===== src/pkg/mfp_cfg.svh =====
// Constants for the measurement frame packer
`ifndef MFP_CFG_SVH
`define MFP_CFG_SVH

// =====================================
// Header
`define MFP_PREAMBLE 32'h41544144
`define MFP_HDR_WORDS 3'h7
`define MFP_HDR_LAST 3'h6
`define MFP_HDR_BYTES 32'h0000001C

// =====================================
// Largest block, header included, that one payload carries
`define MFP_PAYLOAD_MAX 32'h00000400

// =====================================
// Distance error codes
`define MFP_RSV_LO 32'h7FFFFF00
`define MFP_RSV_HI 32'h7FFFFFFF
`define MFP_ERR_NO_PEAK 32'h7FFFFF04
`define MFP_ERR_BEFORE 32'h7FFFFF05
`define MFP_ERR_BEYOND 32'h7FFFFF06
`define MFP_ERR_NO_CALC 32'h7FFFFF07
`define MFP_ERR_RANGE 32'h07FFFF08

// =====================================
// Exposure limits, tenths of a microsecond
`define MFP_EXPO_MIN 32'h0000000A
`define MFP_EXPO_MAX 32'h000186A0

// =====================================
// Frame slots in fixed order
`define MFP_SLOTS 8
`define MFP_SLOT_LAST 3'h7
`define MFP_SLOT_DIST 0
`define MFP_SLOT_EXPO 1
`define MFP_SLOT_ENC1 2
`define MFP_SLOT_ENC2 3
`define MFP_SLOT_RATE 4
`define MFP_SLOT_TIME 5
`define MFP_SLOT_CNT 6
`define MFP_SLOT_STATE 7

`endif


===== src/pkg/mfp_pkg.sv =====
// Types for the measurement frame packer
package mfp_pkg;

    typedef enum logic [2:0] {
        MFP_DIST_OK,
        MFP_DIST_NO_PEAK,
        MFP_DIST_BEFORE,
        MFP_DIST_BEYOND,
        MFP_DIST_NO_CALC,
        MFP_DIST_RANGE
    } mfp_dist_stat_type;

    typedef struct packed {
        logic [1:0] rsv_hi;
        logic [13:0] led;
        logic trig_done;
        logic rsv_14;
        logic [5:0] io;
        logic trig_in;
        logic rsv_6;
        logic [5:0] encoder;
    } mfp_state_word_type;

    typedef struct packed {
        logic signed [31:0] distance;
        mfp_dist_stat_type dist_stat;
        logic [31:0] exposure;
        logic [31:0] enc_one;
        logic [31:0] enc_two;
        logic [31:0] rate;
        logic [31:0] time_mark;
        mfp_state_word_type state;
    } mfp_sample_type;

    typedef struct packed {
        logic [7:0] select;
        logic [31:0] rate;
        logic [7:0] frames;
        logic fft_mode;
        logic [31:0] fft_len;
        logic [31:0] order_num;
        logic [31:0] serial_num;
    } mfp_config_type;

    typedef enum logic [1:0] {
        MFP_IDLE,
        MFP_HEADER,
        MFP_FRAME
    } mfp_fsm_type;

endpackage : mfp_pkg


===== src/mfp_packer.sv =====
// Measurement frame packer: samples to headered little-endian byte blocks
`timescale 1ns/10ps
`include "mfp_cfg.svh"

// How it works
// - Once enabled, frames stream out on every sample not flagged by sample_drop, with no request needed.
// - All signals of one sampling instant are captured together as one frame.
// - A block holds a header plus up to the configured number of consecutive frames, capped to what fits one payload.
// - Every block, hence every packet, opens with the header.
// - Configuration is relatched and a new header sent when signals or rate change.
// - Each word is sent least significant byte first.
// - Header is seven words: preamble, order, serial, FFT len, meas len, frames, counter.
// - First header word is the constant 0x41544144.
// - FFT and measurement transfers share the same header layout.
// - Frame count word holds the frames planned for the block, forced to one in FFT mode.
// - Last header word is the running count of processed values.
// - A select mask sets frame content; the active mask is reported back.
// - Signals go out in fixed slot order whatever the selection order.
// - Exposure word is unsigned, clamped to 10 to 100000 tenths of a microsecond.
// - Distance word is signed 32-bit in 10 pm units.
// - State word carries I/O, trigger bits and two-bit LED colour fields.
// - Distance codes 0x7FFFFF00 to 0x7FFFFFFF never carry a valid value.
// - No peak gives distance code 0x7FFFFF04.
// - Peak before range gives 0x7FFFFF05, beyond range gives 0x7FFFFF06.
// - Uncomputable value gives 0x7FFFFF07.
// - Value outside representable range gives 0x7FFFF08.
// - Unselected signals are left out, frame length follows the selection.
module mfp_packer
    import mfp_pkg::*;
(
    // Clock and reset
    input wire logic ref_clk,
    input wire logic reset_n,
    // Control
    input wire logic stream_en,
    input mfp_config_type cfg,
    // Samples
    input wire logic sample_valid,
    input mfp_sample_type sample,
    // Byte stream to network stack
    output logic out_valid,
    input wire logic out_ready,
    output logic [7:0] out_data,
    output logic out_sop,
    output logic out_eop,
    // Status
    output logic [7:0] active_select,
    output logic sample_drop,
    output logic [31:0] processed_count
);

    // =====================================
    // Reset release
    logic rst_meta_r;
    logic rst_sync_r;
    // Only the second flop feeds the design
    wire rst_n = rst_sync_r;

    always_ff @(posedge ref_clk or negedge reset_n) begin
        if (!reset_n) begin
            rst_meta_r <= 1'b0;
            rst_sync_r <= 1'b0;
        end else begin
            rst_meta_r <= 1'b1;
            rst_sync_r <= rst_meta_r;
        end
    end

    // =====================================
    // Helpers
    function automatic logic [3:0] next_slot(input logic [7:0] sel, input logic [3:0] from);
        logic [3:0] res;
        res = 4'h8;
        for (int j = `MFP_SLOTS - 1; j >= 0; j--) begin
            if (sel[j] && (4'(j) >= from)) begin
                res = 4'(j);
            end
        end
        return res;
    endfunction : next_slot

    function automatic logic [3:0] count_sel(input logic [7:0] sel);
        logic [3:0] n;
        n = 4'h0;
        for (int j = 0; j < `MFP_SLOTS; j++) begin
            n = n + {3'h0, sel[j]};
        end
        return n;
    endfunction : count_sel

    // =====================================
    // State
    mfp_fsm_type state_r;
    mfp_fsm_type state_nxt;
    logic [2:0] widx_r;
    logic [2:0] widx_nxt;
    logic [1:0] byte_r;
    logic [1:0] byte_nxt;
    logic [7:0] fcnt_r;
    logic frame_full_r;
    logic [31:0] frame_r [`MFP_SLOTS];
    logic [31:0] cnt_r;
    logic [31:0] cnt_lat_r;
    mfp_config_type cfg_r;

    // =====================================
    // Distance word with error substitution
    // A valid value inside the reserved band gets the range code
    wire in_reserved = ($unsigned(sample.distance) >= `MFP_RSV_LO) &&
                       ($unsigned(sample.distance) <= `MFP_RSV_HI);
    logic [31:0] dist_word;
    always_comb begin
        case (sample.dist_stat)
            MFP_DIST_OK: dist_word = in_reserved ? `MFP_ERR_RANGE : sample.distance;
            MFP_DIST_NO_PEAK: dist_word = `MFP_ERR_NO_PEAK;
            MFP_DIST_BEFORE: dist_word = `MFP_ERR_BEFORE;
            MFP_DIST_BEYOND: dist_word = `MFP_ERR_BEYOND;
            MFP_DIST_NO_CALC: dist_word = `MFP_ERR_NO_CALC;
            MFP_DIST_RANGE: dist_word = `MFP_ERR_RANGE;
            default: dist_word = `MFP_ERR_NO_CALC;
        endcase
    end

    // Exposure clamp
    wire [31:0] expo_word = (sample.exposure < `MFP_EXPO_MIN) ? `MFP_EXPO_MIN :
                            (sample.exposure > `MFP_EXPO_MAX) ? `MFP_EXPO_MAX :
                            sample.exposure;

    // =====================================
    // Transfer bookkeeping
    wire xfer = out_valid && out_ready;
    wire word_end = xfer && (byte_r == 2'h3);
    wire [3:0] slot_next = next_slot(cfg_r.select, {1'b0, widx_r} + 4'h1);
    wire frame_last_word = (slot_next == 4'h8);
    wire frame_done = (state_r == MFP_FRAME) && word_end && frame_last_word;
    wire [3:0] nsel = count_sel(cfg_r.select);

    // Frames that still fit one payload behind the header
    logic [31:0] fit_frames;
    always_comb begin
        case (nsel)
            4'h1: fit_frames = (`MFP_PAYLOAD_MAX - `MFP_HDR_BYTES) / 32'h00000004;
            4'h2: fit_frames = (`MFP_PAYLOAD_MAX - `MFP_HDR_BYTES) / 32'h00000008;
            4'h3: fit_frames = (`MFP_PAYLOAD_MAX - `MFP_HDR_BYTES) / 32'h0000000C;
            4'h4: fit_frames = (`MFP_PAYLOAD_MAX - `MFP_HDR_BYTES) / 32'h00000010;
            4'h5: fit_frames = (`MFP_PAYLOAD_MAX - `MFP_HDR_BYTES) / 32'h00000014;
            4'h6: fit_frames = (`MFP_PAYLOAD_MAX - `MFP_HDR_BYTES) / 32'h00000018;
            4'h7: fit_frames = (`MFP_PAYLOAD_MAX - `MFP_HDR_BYTES) / 32'h0000001C;
            4'h8: fit_frames = (`MFP_PAYLOAD_MAX - `MFP_HDR_BYTES) / 32'h00000020;
            default: fit_frames = 32'h00000001;
        endcase
    end

    wire [7:0] req_frames = (cfg_r.frames == 8'h00) ? 8'h01 : cfg_r.frames;
    wire [7:0] block_frames = cfg_r.fft_mode ? 8'h01 :
                              (fit_frames < {24'h0, req_frames}) ? fit_frames[7:0] : req_frames;
    wire cfg_changed = (cfg.select != cfg_r.select) || (cfg.rate != cfg_r.rate);
    wire block_tail = (fcnt_r == block_frames - 8'h01) || cfg_changed || !stream_en;
    wire capture = sample_valid && stream_en && (!frame_full_r || frame_done);
    wire block_start = (state_nxt == MFP_HEADER) && (state_r != MFP_HEADER);
    wire [3:0] first_slot = next_slot(cfg_r.select, 4'h0);

    // =====================================
    // Header words
    wire [31:0] frame_bytes = {26'h0, nsel, 2'h0};
    wire [31:0] meas_len = 32'(frame_bytes * {24'h0, block_frames});
    logic [31:0] hdr_word;
    always_comb begin
        case (widx_r)
            3'h0: hdr_word = `MFP_PREAMBLE;
            3'h1: hdr_word = cfg_r.order_num;
            3'h2: hdr_word = cfg_r.serial_num;
            3'h3: hdr_word = cfg_r.fft_mode ? cfg_r.fft_len : 32'h0;
            3'h4: hdr_word = meas_len;
            3'h5: hdr_word = {24'h0, block_frames};
            3'h6: hdr_word = cnt_lat_r;
            default: hdr_word = 32'h0;
        endcase
    end

    // Header words first, then the frame slots in fixed order
    wire [31:0] cur_word = (state_r == MFP_HEADER) ? hdr_word : frame_r[widx_r];
    assign out_data = cur_word[8 * byte_r +: 8];

    // =====================================
    // Sequencer
    always_comb begin
        state_nxt = state_r;
        widx_nxt = widx_r;
        case (state_r)
            MFP_IDLE: begin
                // Wait for a buffered frame and a non-empty selection
                if (stream_en && frame_full_r && (cfg.select != 8'h00)) begin
                    state_nxt = MFP_HEADER;
                    widx_nxt = 3'h0;
                end
            end
            MFP_HEADER: begin
                if (word_end) begin
                    if (widx_r == `MFP_HDR_LAST) begin
                        state_nxt = MFP_FRAME;
                        widx_nxt = first_slot[2:0];
                    end else begin
                        widx_nxt = widx_r + 3'h1;
                    end
                end
            end
            MFP_FRAME: begin
                if (word_end) begin
                    if (!frame_last_word) begin
                        widx_nxt = slot_next[2:0];
                    end else if (block_tail) begin
                        state_nxt = MFP_IDLE;
                    end else begin
                        widx_nxt = first_slot[2:0];
                    end
                end
            end
            default: state_nxt = MFP_IDLE;
        endcase
    end

    // =====================================
    // Stream outputs
    assign out_valid = (state_r == MFP_HEADER) || ((state_r == MFP_FRAME) && frame_full_r);
    assign out_sop = (state_r == MFP_HEADER) && (widx_r == 3'h0) && (byte_r == 2'h0);
    // A cut block still closes on a frame boundary
    assign out_eop = (state_r == MFP_FRAME) && frame_full_r && (byte_r == 2'h3) && frame_last_word &&
                     block_tail;
    assign sample_drop = sample_valid && stream_en && !capture;
    assign active_select = cfg_r.select;
    assign processed_count = cnt_r;

    // Byte index restarts whenever the sequencer changes state
    assign byte_nxt = (state_nxt != state_r) ? 2'h0 : (xfer ? byte_r + 2'h1 : byte_r);

    always_ff @(posedge ref_clk or negedge rst_n) begin
        if (!rst_n) begin
            state_r <= MFP_IDLE;
            widx_r <= 3'h0;
            byte_r <= 2'h0;
        end else begin
            state_r <= state_nxt;
            widx_r <= widx_nxt;
            byte_r <= byte_nxt;
        end
    end

    // Frames sent in this block
    always_ff @(posedge ref_clk or negedge rst_n) begin
        if (!rst_n) begin
            fcnt_r <= 8'h00;
        end else if (block_start) begin
            fcnt_r <= 8'h00;
        end else if (frame_done) begin
            fcnt_r <= fcnt_r + 8'h01;
        end
    end

    // Configuration latched per block
    always_ff @(posedge ref_clk or negedge rst_n) begin
        if (!rst_n) begin
            cfg_r <= '0;
            cnt_lat_r <= 32'h0;
        end else if (block_start) begin
            cfg_r <= cfg;
            cnt_lat_r <= cnt_r;
        end
    end

    // =====================================
    // Frame capture, new sample dropped while a buffered frame has not drained
    always_ff @(posedge ref_clk or negedge rst_n) begin
        if (!rst_n) begin
            frame_full_r <= 1'b0;
            cnt_r <= 32'h0;
        end else begin
            frame_full_r <= capture || (frame_full_r && !frame_done);
            if (capture) begin
                cnt_r <= cnt_r + 32'h1;
            end
        end
    end

    always_ff @(posedge ref_clk or negedge rst_n) begin
        if (!rst_n) begin
            for (int j = 0; j < `MFP_SLOTS; j++) begin
                frame_r[j] <= 32'h0;
            end
        end else if (capture) begin
            frame_r[`MFP_SLOT_DIST] <= dist_word;
            frame_r[`MFP_SLOT_EXPO] <= expo_word;
            frame_r[`MFP_SLOT_ENC1] <= sample.enc_one;
            frame_r[`MFP_SLOT_ENC2] <= sample.enc_two;
            frame_r[`MFP_SLOT_RATE] <= sample.rate;
            frame_r[`MFP_SLOT_TIME] <= sample.time_mark;
            frame_r[`MFP_SLOT_CNT] <= cnt_r;
            frame_r[`MFP_SLOT_STATE] <= sample.state;
        end
    end

endmodule : mfp_packer


===== config.mk =====
export PLATFORM = sky130hd
export DESIGN_NAME = mfp_packer
export DESIGN_NICKNAME = d
export VERILOG_FILES = /design/src/pkg/mfp_pkg.sv /design/src/mfp_packer.sv
export VERILOG_INCLUDE_DIRS = /design/src /design/src/pkg
export SDC_FILE = /design/constraint.sdc
export NUM_CORES = 1
export LEC_CHECK = 0
export BUFFER_PORTS_ARGS = -buffer_cell sky130_fd_sc_hd__clkbuf_2
export CORE_MARGIN = 4
export CORE_UTILIZATION = 30
export DETAILED_ROUTE_END_ITERATION = 8
export MAX_ROUTING_LAYER = met4
export SLEW_MARGIN = 40
export SYNTH_ARGS = -nofsm -noshare
export SYNTH_HDL_FRONTEND = slang
export SYNTH_SLANG_ARGS = --single-unit

===== constraint.sdc =====
create_clock -name ref_clk -period 20.7 [get_ports ref_clk]
set_input_delay 4.14 -clock ref_clk [delete_from_list [all_inputs] [get_ports ref_clk]]
set_output_delay 4.14 -clock ref_clk [all_outputs]
set_load 0.05 [all_outputs]

==> run summary, run 1 <==
status -> finished clean
layout cells sized above 1 -> 0.407
Synth cell types -> 76
R2R Path Start -> active_select[0]
Hold EP -> rst_n
DR vias/cell -> 4.95
clk slew on worst S/H paths -> 0.06 ns
Nets -> 2882
Peak Freq -> 0.0665 GHz
clock buffer depth -> 3
RR Endpoint -> cfg_r[4]
Non-Filler Instances -> 3630
initial antenna violation count -> 7
final setup fails -> 0
CTS tree -> done
Detailed Route WL -> 83800 um
CP arrival -> 10.90 ns
I/O Pins -> 429
Critical Path End Type -> output pin
Hold Buf Count CTS -> 0
clk_skew -> 0.0647 ns
first-pass GRT wire length -> 123000 um
total vias in the final route -> 17984
PortBufs -> 428
Die Footprint -> 0.0900 mm2
Cells after Synth -> 2047
final hold slack -> 0.355 ns
sequential element share of the synthesized area -> 0.473
Final Hold Viols -> 0
utilization after layout -> 0.367
Max-cap violations -> 0
grt ovf -> 0
largest net degree at the start of global routing -> 118
Most used DFF post-synth -> dfrtp_1
Hold WC Path Type -> flop to flop
Routed Antenna Nets -> 0
min Tclk post-route -> 15.04 ns
most common cell after layout, fill and taps aside -> dfrtp_1
Post-Syn Area -> 0.0256 mm2
most used cell, CP -> fa_1
Worst Tran Pin Value -> 0.910 ns
Die Y -> 300 um
drt pass-1 iters -> 5
area delta synth->final -> 20.8%
Hold Crit Start -> rst_meta_r
post-cts sizing count -> 0
Slew Limit Fails -> 0
flops & latches, synth -> 483
All-Layer GR Usage -> 0.188
placed wire-length estimate -> 63700 um
Syn Area/Cell -> 12.5 um2
Critical Path RT -> 16.56 ns
CP peak stage delay -> 0.75 ns
FILL cells -> 8267
DR DRC count -> 0
Yosys top cell by area -> dfrtp_1
post-CTS setup-driven buffer insertion count -> 0
RSZ-0062 raised after global routing -> no
Multi-input gate area -> 0.0126 mm2
most frequent cells in the layout -> 479 x dfrtp_1, 428 x clkbuf_2, 219 x mux2_2
slowest CP cell -> fa_1
YS warnings -> 0
syn nets -> 2487
synth top area cells -> dfrtp_1 47%, mux2_2 9.6%, mux2_4 8.8%
register area -> 0.0121 mm2
total core area -> 0.0841 mm2
Die Span X -> 300 um
post-synth top area share -> 0.473
Worst Setup Start Kind -> flop
setup TNS -> 0 ns
Post-synth EDFFs -> 0
# rows -> 106
fin crit share -> 0.727
vias in the first global route -> 18530
Rel. slew slack -> 0.393
Synth async-reset ratio -> 1.00
clock root buffer -> clkbuf_16
RePlAce Congestion -> 0.912
H-tree Lvls -> 2
DR iter-0 viols -> 1255
Clock Latency Late Sink -> 0.64 ns
Initial Util -> 0.304
R2R depth -> 29
Hold Path Stages -> 0
r2r setup slk -> 10.41 ns
WL per Instance -> 23.1 um
crit-path max FO -> 12
Setup CP Type -> flop to output pin
clk sinks -> 483
number of placed instances, taps included -> 3518
CTS buffer count -> 55
-- sequential cells by signal, summed over array words and instances, names as in the netlist, 2 cells and up --
| register | flops |
|---|---|
| cnt_lat_r | 32 |
| frame_r | 256 |
| cfg_r | 137 |
| byte_r | 2 |
| active_select | 8 |
| fcnt_r | 8 |
| state_r | 2 |
| widx_r | 3 |
| processed_count | 32 |
-- Yosys cell counts, types with 28 or more instances --
cell and n:
nand4_1 31, ha_1 47, mux4_2 51, nor2_1 78
mux2_2 219, a221oi_1 28, nand2_1 119, nand3_1 29
o21ai_0 82, inv_1 63, a21oi_1 80, and2_1 41
xnor2_1 76, dfrtp_1 483, clkbuf_1 76, mux2i_1 47
mux2_4 150
-- cell type report --
type | count | area share
Antenna cell | 7 | 0.000567
Clock inverter | 27 | 0.0133
Tap cell | 1134 | 0.0459
Multi-Input combinational cell | 1376 | 0.409
Timing Repair Buffer | 462 | 0.0798
Inverter | 64 | 0.00778
Clock buffer | 77 | 0.0518
Sequential cell | 483 | 0.392
-- cells by family (layout without fill, tap and decap cells) --
family / after synthesis / after routing / share of synthesized area
simple gates: 387 / 387 / 0.0748
fa+ha+maj: 63 / 63 / 0.0355
flops: 483 / 483 / 0.473
other cells: 1 / 8 / 0.000147
compound gates: 334 / 334 / 0.0892
mux: 494 / 494 / 0.260
xor+xnor: 97 / 97 / 0.0338
buf+inv: 188 / 630 / 0.0344
-- per-layer routing --
layer / routed length, um / track usage / part of all wire / vias up
met4: 1880 / 0.0424 / 0.022 / 0
met2: 38100 / 0.290 / 0.45 / 531
met1: 39100 / 0.260 / 0.47 / 9089
li1: - / - / - / 8260
met3: 4720 / 0.0353 / 0.056 / 104
met5: 0 / - / 0 / -
-- worst max-delay path, delay by kind of cell (launching register included) --
| family | cells | cell delay, ns |
|---|---|---|
| adders and majority gates | 10 | 4.79 |
| AOI/OAI and AO/OA | 15 | 3.61 |
| buffers and inverters | 5 | 0.77 |
| DFF | 1 | 0.49 |
| and+or+nand+nor | 3 | 0.45 |
| xor gates and xnor gates | 1 | 0.15 |
-- worst max-delay path by stage --
stage                           startpoint               end  slack (ns)  depth (start not counted)
after floorplan                      rst_n  active_select[0]        6.24                          0
after global placement    active_select[0]       out_data[5]        6.51                         35
after detailed placement  active_select[0]       out_data[4]        6.39                         34
after CTS                 active_select[0]       out_data[4]        5.70                         34
after global routing      active_select[0]       out_data[4]        4.95                         34
final                     active_select[0]       out_data[4]        5.66                         34
-- through the flow --
stage          worst slack, ns  cell area [um2]
6_report                  5.66            30900
5_1_grt                   4.95            30900
4_1_cts                   5.70            30800
3_5_place_dp              6.39            28800
3_3_place_gp              6.51            28800
2_1_floorplan             6.24            25600
Power of run 1 is left out: the tool's default activity adds up to more than one toggle a clock period on the data nets, which glitch-free logic cannot reach.
==> run 2, diff against run 1 <==
- clock period: 20.7 -> 14.43 ns (I/O delays scaled with it)
==> run 2 against run 1 <==
Via count is 0.57% higher. Highest routed layer unchanged. Clock-buffer cell count is 6 lower. Die area stayed put. Routed wire length is 1.3% higher. Cell count is 0.14% higher. Clock skew is 0.0076 ns lower. Utilization hardly changed. Flip-flop and latch count stayed put. Critical path type unchanged.
==> run summary, run 2 (synthesis results as in run 1) <==
Initial Util -> 0.304
clock root buffer -> clkbuf_16
crit-path max FO -> 12
DR iter-0 viols -> 1201
Clock Latency Late Sink -> 0.64 ns
CTS tree -> done
most frequent cells in the layout -> 479 x dfrtp_1, 428 x clkbuf_2, 219 x mux2_2
Hold Buf Count CTS -> 0
PortBufs -> 428
R2R Path Start -> active_select[0]
CP arrival -> 11.00 ns
Multi-input gate area -> 0.0126 mm2
Final Hold Viols -> 0
Worst Tran Pin Value -> 0.858 ns
Die Footprint -> 0.0900 mm2
Hold WC Path Type -> flop to asynchronous set/reset pin
total vias in the final route -> 18087
post-CTS setup-driven buffer insertion count -> 0
vias in the first global route -> 18767
All-Layer GR Usage -> 0.191
slowest CP cell -> fa_1
RSZ-0062 raised after global routing -> no
first-pass GRT wire length -> 125000 um
layout cells sized above 1 -> 0.406
placed wire-length estimate -> 64200 um
final setup fails -> 0
H-tree Lvls -> 2
Critical Path End Type -> output pin
WL per Instance -> 23.4 um
crit path from -> active_select[0]
FILL cells -> 8316
Detailed Route WL -> 84900 um
area delta synth->final -> 20.7%
Top Registers -> frame_r (256), cfg_r (137)
clk sinks -> 483
initial antenna violation count -> 14
DR vias/cell -> 4.98
clk_skew -> 0.0571 ns
Routed Antenna Nets -> 0
CTS buffer count -> 55
Critical Path RT -> 11.54 ns
most common cell after layout, fill and taps aside -> dfrtp_1
grt ovf -> 0
max FFs per register -> 256
Rel. slew slack -> 0.422
Max-cap violations -> 0
Die Span X -> 300 um
Worst Setup Start Kind -> flop
setup TNS -> 0 ns
drt pass-1 iters -> 5
Most flops, register -> frame_r
register area -> 0.0121 mm2
Nets -> 2886
total core area -> 0.0841 mm2
most used cell, CP -> fa_1
RePlAce Congestion -> 0.932
fin crit share -> 0.962
clock buffer depth -> 3
largest net degree at the start of global routing -> 148
Setup CP Type -> flop to output pin
I/O Pins -> 429
DR DRC count -> 0
status -> finished clean
CP peak stage delay -> 0.79 ns
post-cts sizing count -> 0
Slew Limit Fails -> 0
# rows -> 106
Peak Freq -> 0.0720 GHz
clk slew on worst S/H paths -> 0.06 ns
Die Y -> 300 um
min Tclk post-route -> 13.89 ns
[run 2: cell count changes in the layout (fill, tap and decap cells not counted), sizes merged]
cell | before | now
clkbuf | 505 | 499
diode | 7 | 12
buf | 34 | 38
inv | 63 | 65
bufinv | 7 | 6
clkinvlp | 3 | 4
[run 2: worst max-delay path, delay by kind of cell (launching register included)]
family          cells  cell delay [ns]
compound gates     16             3.86
xor+xnor            1             0.14
fa+ha+maj          10             4.70
buf+inv             5             0.81
flops               1             0.50
simple gates        3             0.37
[run 2: final timing paths]
check,to,slack [ns],depth (start not counted)
worst min register to register,frame_r[43],0.32,0
worst max-delay path,out_data[5],0.54,35
min in group ref_clk,rst_n,0.36,0
worst max register to register,cfg_r[31],4.44,27
max in group asynchronous,frame_r[96],12.05,3
worst min-delay path,frame_r[43],0.32,0
[run 2: layer usage]
layer,up-vias,global-route usage,part of all wire
li1,8286,-,-
met1,9082,0.262,0.45
met2,616,0.292,0.46
met3,103,0.0361,0.064
met4,0,0.0470,0.024
met5,-,-,0
[run 2: layout make-up]
type                       instances  area share
antenna                           12    0.000973
clock buffer                      71      0.0491
clock inverter                    29      0.0130
inverter                          64     0.00778
multi-input combinational       1376       0.410
sequential                       483       0.392
tap                             1134      0.0460
timing repair buffer             466      0.0817
[run 2: per-stage QoR]
step | utilization | worst slack [ns] | hold slack, ns | instances | instance area, um2
final | 0.367 | 0.542 | 0.317 | 3635 | 30900
after global placement | 0.343 | 1.26 | 0.336 | 3520 | 28800
after global routing | 0.367 | 0.0353 | 0.363 | 3635 | 30900
after CTS | 0.366 | 0.465 | 0.354 | 3620 | 30800
after floorplan | - | 2.35 | 0.331 | 2047 | 25600
after detailed placement | 0.343 | 1.23 | 0.339 | 3520 | 28900
Power of run 2 is left out for the same reason.
==> run 3, diff against run 2 <==
- CORE_UTILIZATION: 30 -> 57
- PLACE_DENSITY: unset -> 0.81
- SLEW_MARGIN: 40 -> unset
==> run 3 against run 2 <==
Die area shrank 46%. Worst hold slack gained 0.028 ns. Sequential share of layout area is 1.2 points higher. Global-route usage is 14 points higher. Register-to-register slack worse by 0.87 ns. Utilization rose by 31 points. Setup slack gained 0.17 ns. Maximum frequency grew 1.3%. Cell count shrank 15%. Largest cell class unchanged. Highest routed layer unchanged.
==> run summary, run 3 (synthesis results as in run 1) <==
grt ovf -> 0
slowest CP cell -> fa_1
Rel. slew slack -> 0.203
Most flops, register -> frame_r
setup TNS -> 0 ns
post-CTS setup-driven buffer insertion count -> 0
routed length on met3 -> 5820 um
area delta synth->final -> 17.2%
Hold Buf Count CTS -> 0
Hold WC Path Type -> flop to asynchronous set/reset pin
crit-path max FO -> 12
Peak Freq -> 0.0729 GHz
DR DRC count -> 0
CP arrival -> 10.83 ns
Die Span X -> 220 um
Die Y -> 220 um
Critical Path End Type -> output pin
clk slew on worst S/H paths -> 0.06 ns
Worst Tran Pin Value -> 1.20 ns
Setup CP Type -> flop to output pin
most common cell after layout, fill and taps aside -> dfrtp_1
clk sinks -> 483
total vias in the final route -> 18805
final setup fails -> 0
largest net degree at the start of global routing -> 242
FILL cells -> 3294
Detailed Route WL -> 78700 um
drt pass-1 iters -> 5
RePlAce Congestion -> 0.965
RSZ-0062 raised after global routing -> no
Final Hold Viols -> 0
number of placed instances, taps included -> 2971
max FFs per register -> 256
final hold slack -> 0.345 ns
status -> finished clean
Max-cap violations -> 0
# rows -> 77
CTS tree -> done
Nets -> 2872
CP peak stage delay -> 0.75 ns
WL per Instance -> 25.5 um
DR vias/cell -> 6.10
Initial Util -> 0.577
Worst Setup Start Kind -> flop
DR iter-0 viols -> 1717
Clock Latency Late Sink -> 0.61 ns
first-pass GRT wire length -> 119000 um
met1 WL -> 33000 um
initial antenna violation count -> 17
H-tree Lvls -> 2
post-cts sizing count -> 0
met2 wire len -> 37300 um
top layer in use -> met4
min Tclk post-route -> 13.72 ns
layout cells sized above 1 -> 0.401
vias in the first global route -> 19818
placed wire-length estimate -> 58200 um
I/O Pins -> 429
All-Layer GR Usage -> 0.333
most used cell, CP -> fa_1
total core area -> 0.0443 mm2
clk_skew -> 0.0369 ns
PortBufs -> 428
Slew Limit Fails -> 0
CTS buffer count -> 51
fin crit share -> 0.951
Non-Filler Instances -> 3084
utilization after layout -> 0.676
Routed Antenna Nets -> 0
Die Footprint -> 0.0483 mm2
most frequent cells in the layout -> 479 x dfrtp_1, 428 x clkbuf_2, 219 x mux2_2
clock root buffer -> clkbuf_16
clock buffer depth -> 3
Top Registers -> frame_r (256), cfg_r (137)
Critical Path RT -> 11.54 ns
run 3: changes by cell type in the layout (fill, tap and decap cells not counted), moves of 2 or more:
cell        delta
clkinv_2       +2
buf_6          -7
clkinvlp_4     -3
clkbuf_8       +8
clkinv_4       -7
buf_12         -2
diode_2        +6
clkbuf_16      -3
run 3: worst paths after layout:
kind                                   from          end  slack, ns  cells past startpoint
hold / removal                        rst_n  frame_r[12]       0.35                      0
min in group ref_clk             rst_meta_r        rst_n       0.35                      0
setup reg to reg           active_select[0]     cfg_r[4]       3.57                     28
setup / recovery           active_select[0]  out_data[5]       0.71                     35
max in group asynchronous             rst_n    cfg_r[25]      12.13                      2
hold reg to reg                       rst_n  frame_r[12]       0.35                      0
run 3: routing by layer:
layer,vias to the layer above,GRT usage
met5,-,-
met4,0,0.102
met3,153,0.0735
met2,775,0.516
met1,9629,0.447
li1,8248,-
run 3: layout make-up:
cell class / count / area [um2] / area share
sequential: 483 / 12100 / 0.404
timing repair buffer: 456 / 2380 / 0.0793
multi-input combinational: 1376 / 12600 / 0.422
tap: 592 / 741 / 0.0247
clock inverter: 19 / 284 / 0.00948
inverter: 64 / 240 / 0.00802
clock buffer: 76 / 1550 / 0.0518
antenna: 18 / 45.0 / 0.00150
run 3: critical path, delay by kind of cell, from the launching register on:
family          cells  cell delay, ns
fa+ha+maj          10            4.71
compound gates     16            3.70
buf+inv             5            0.80
flops               1            0.49
simple gates        3            0.37
xor+xnor            1            0.17
run 3: metrics by stage:
| stage | cell area [um2] | setup slack (ns) |
|---|---|---|
| final | 30000 | 0.714 |
| after global routing | 30000 | 0.0901 |
| after CTS | 29900 | 0.772 |
| after detailed placement | 28100 | 1.43 |
| after global placement | 28100 | 1.70 |
| after floorplan | 25600 | 2.35 |
Power of run 3 is left out for the same reason.
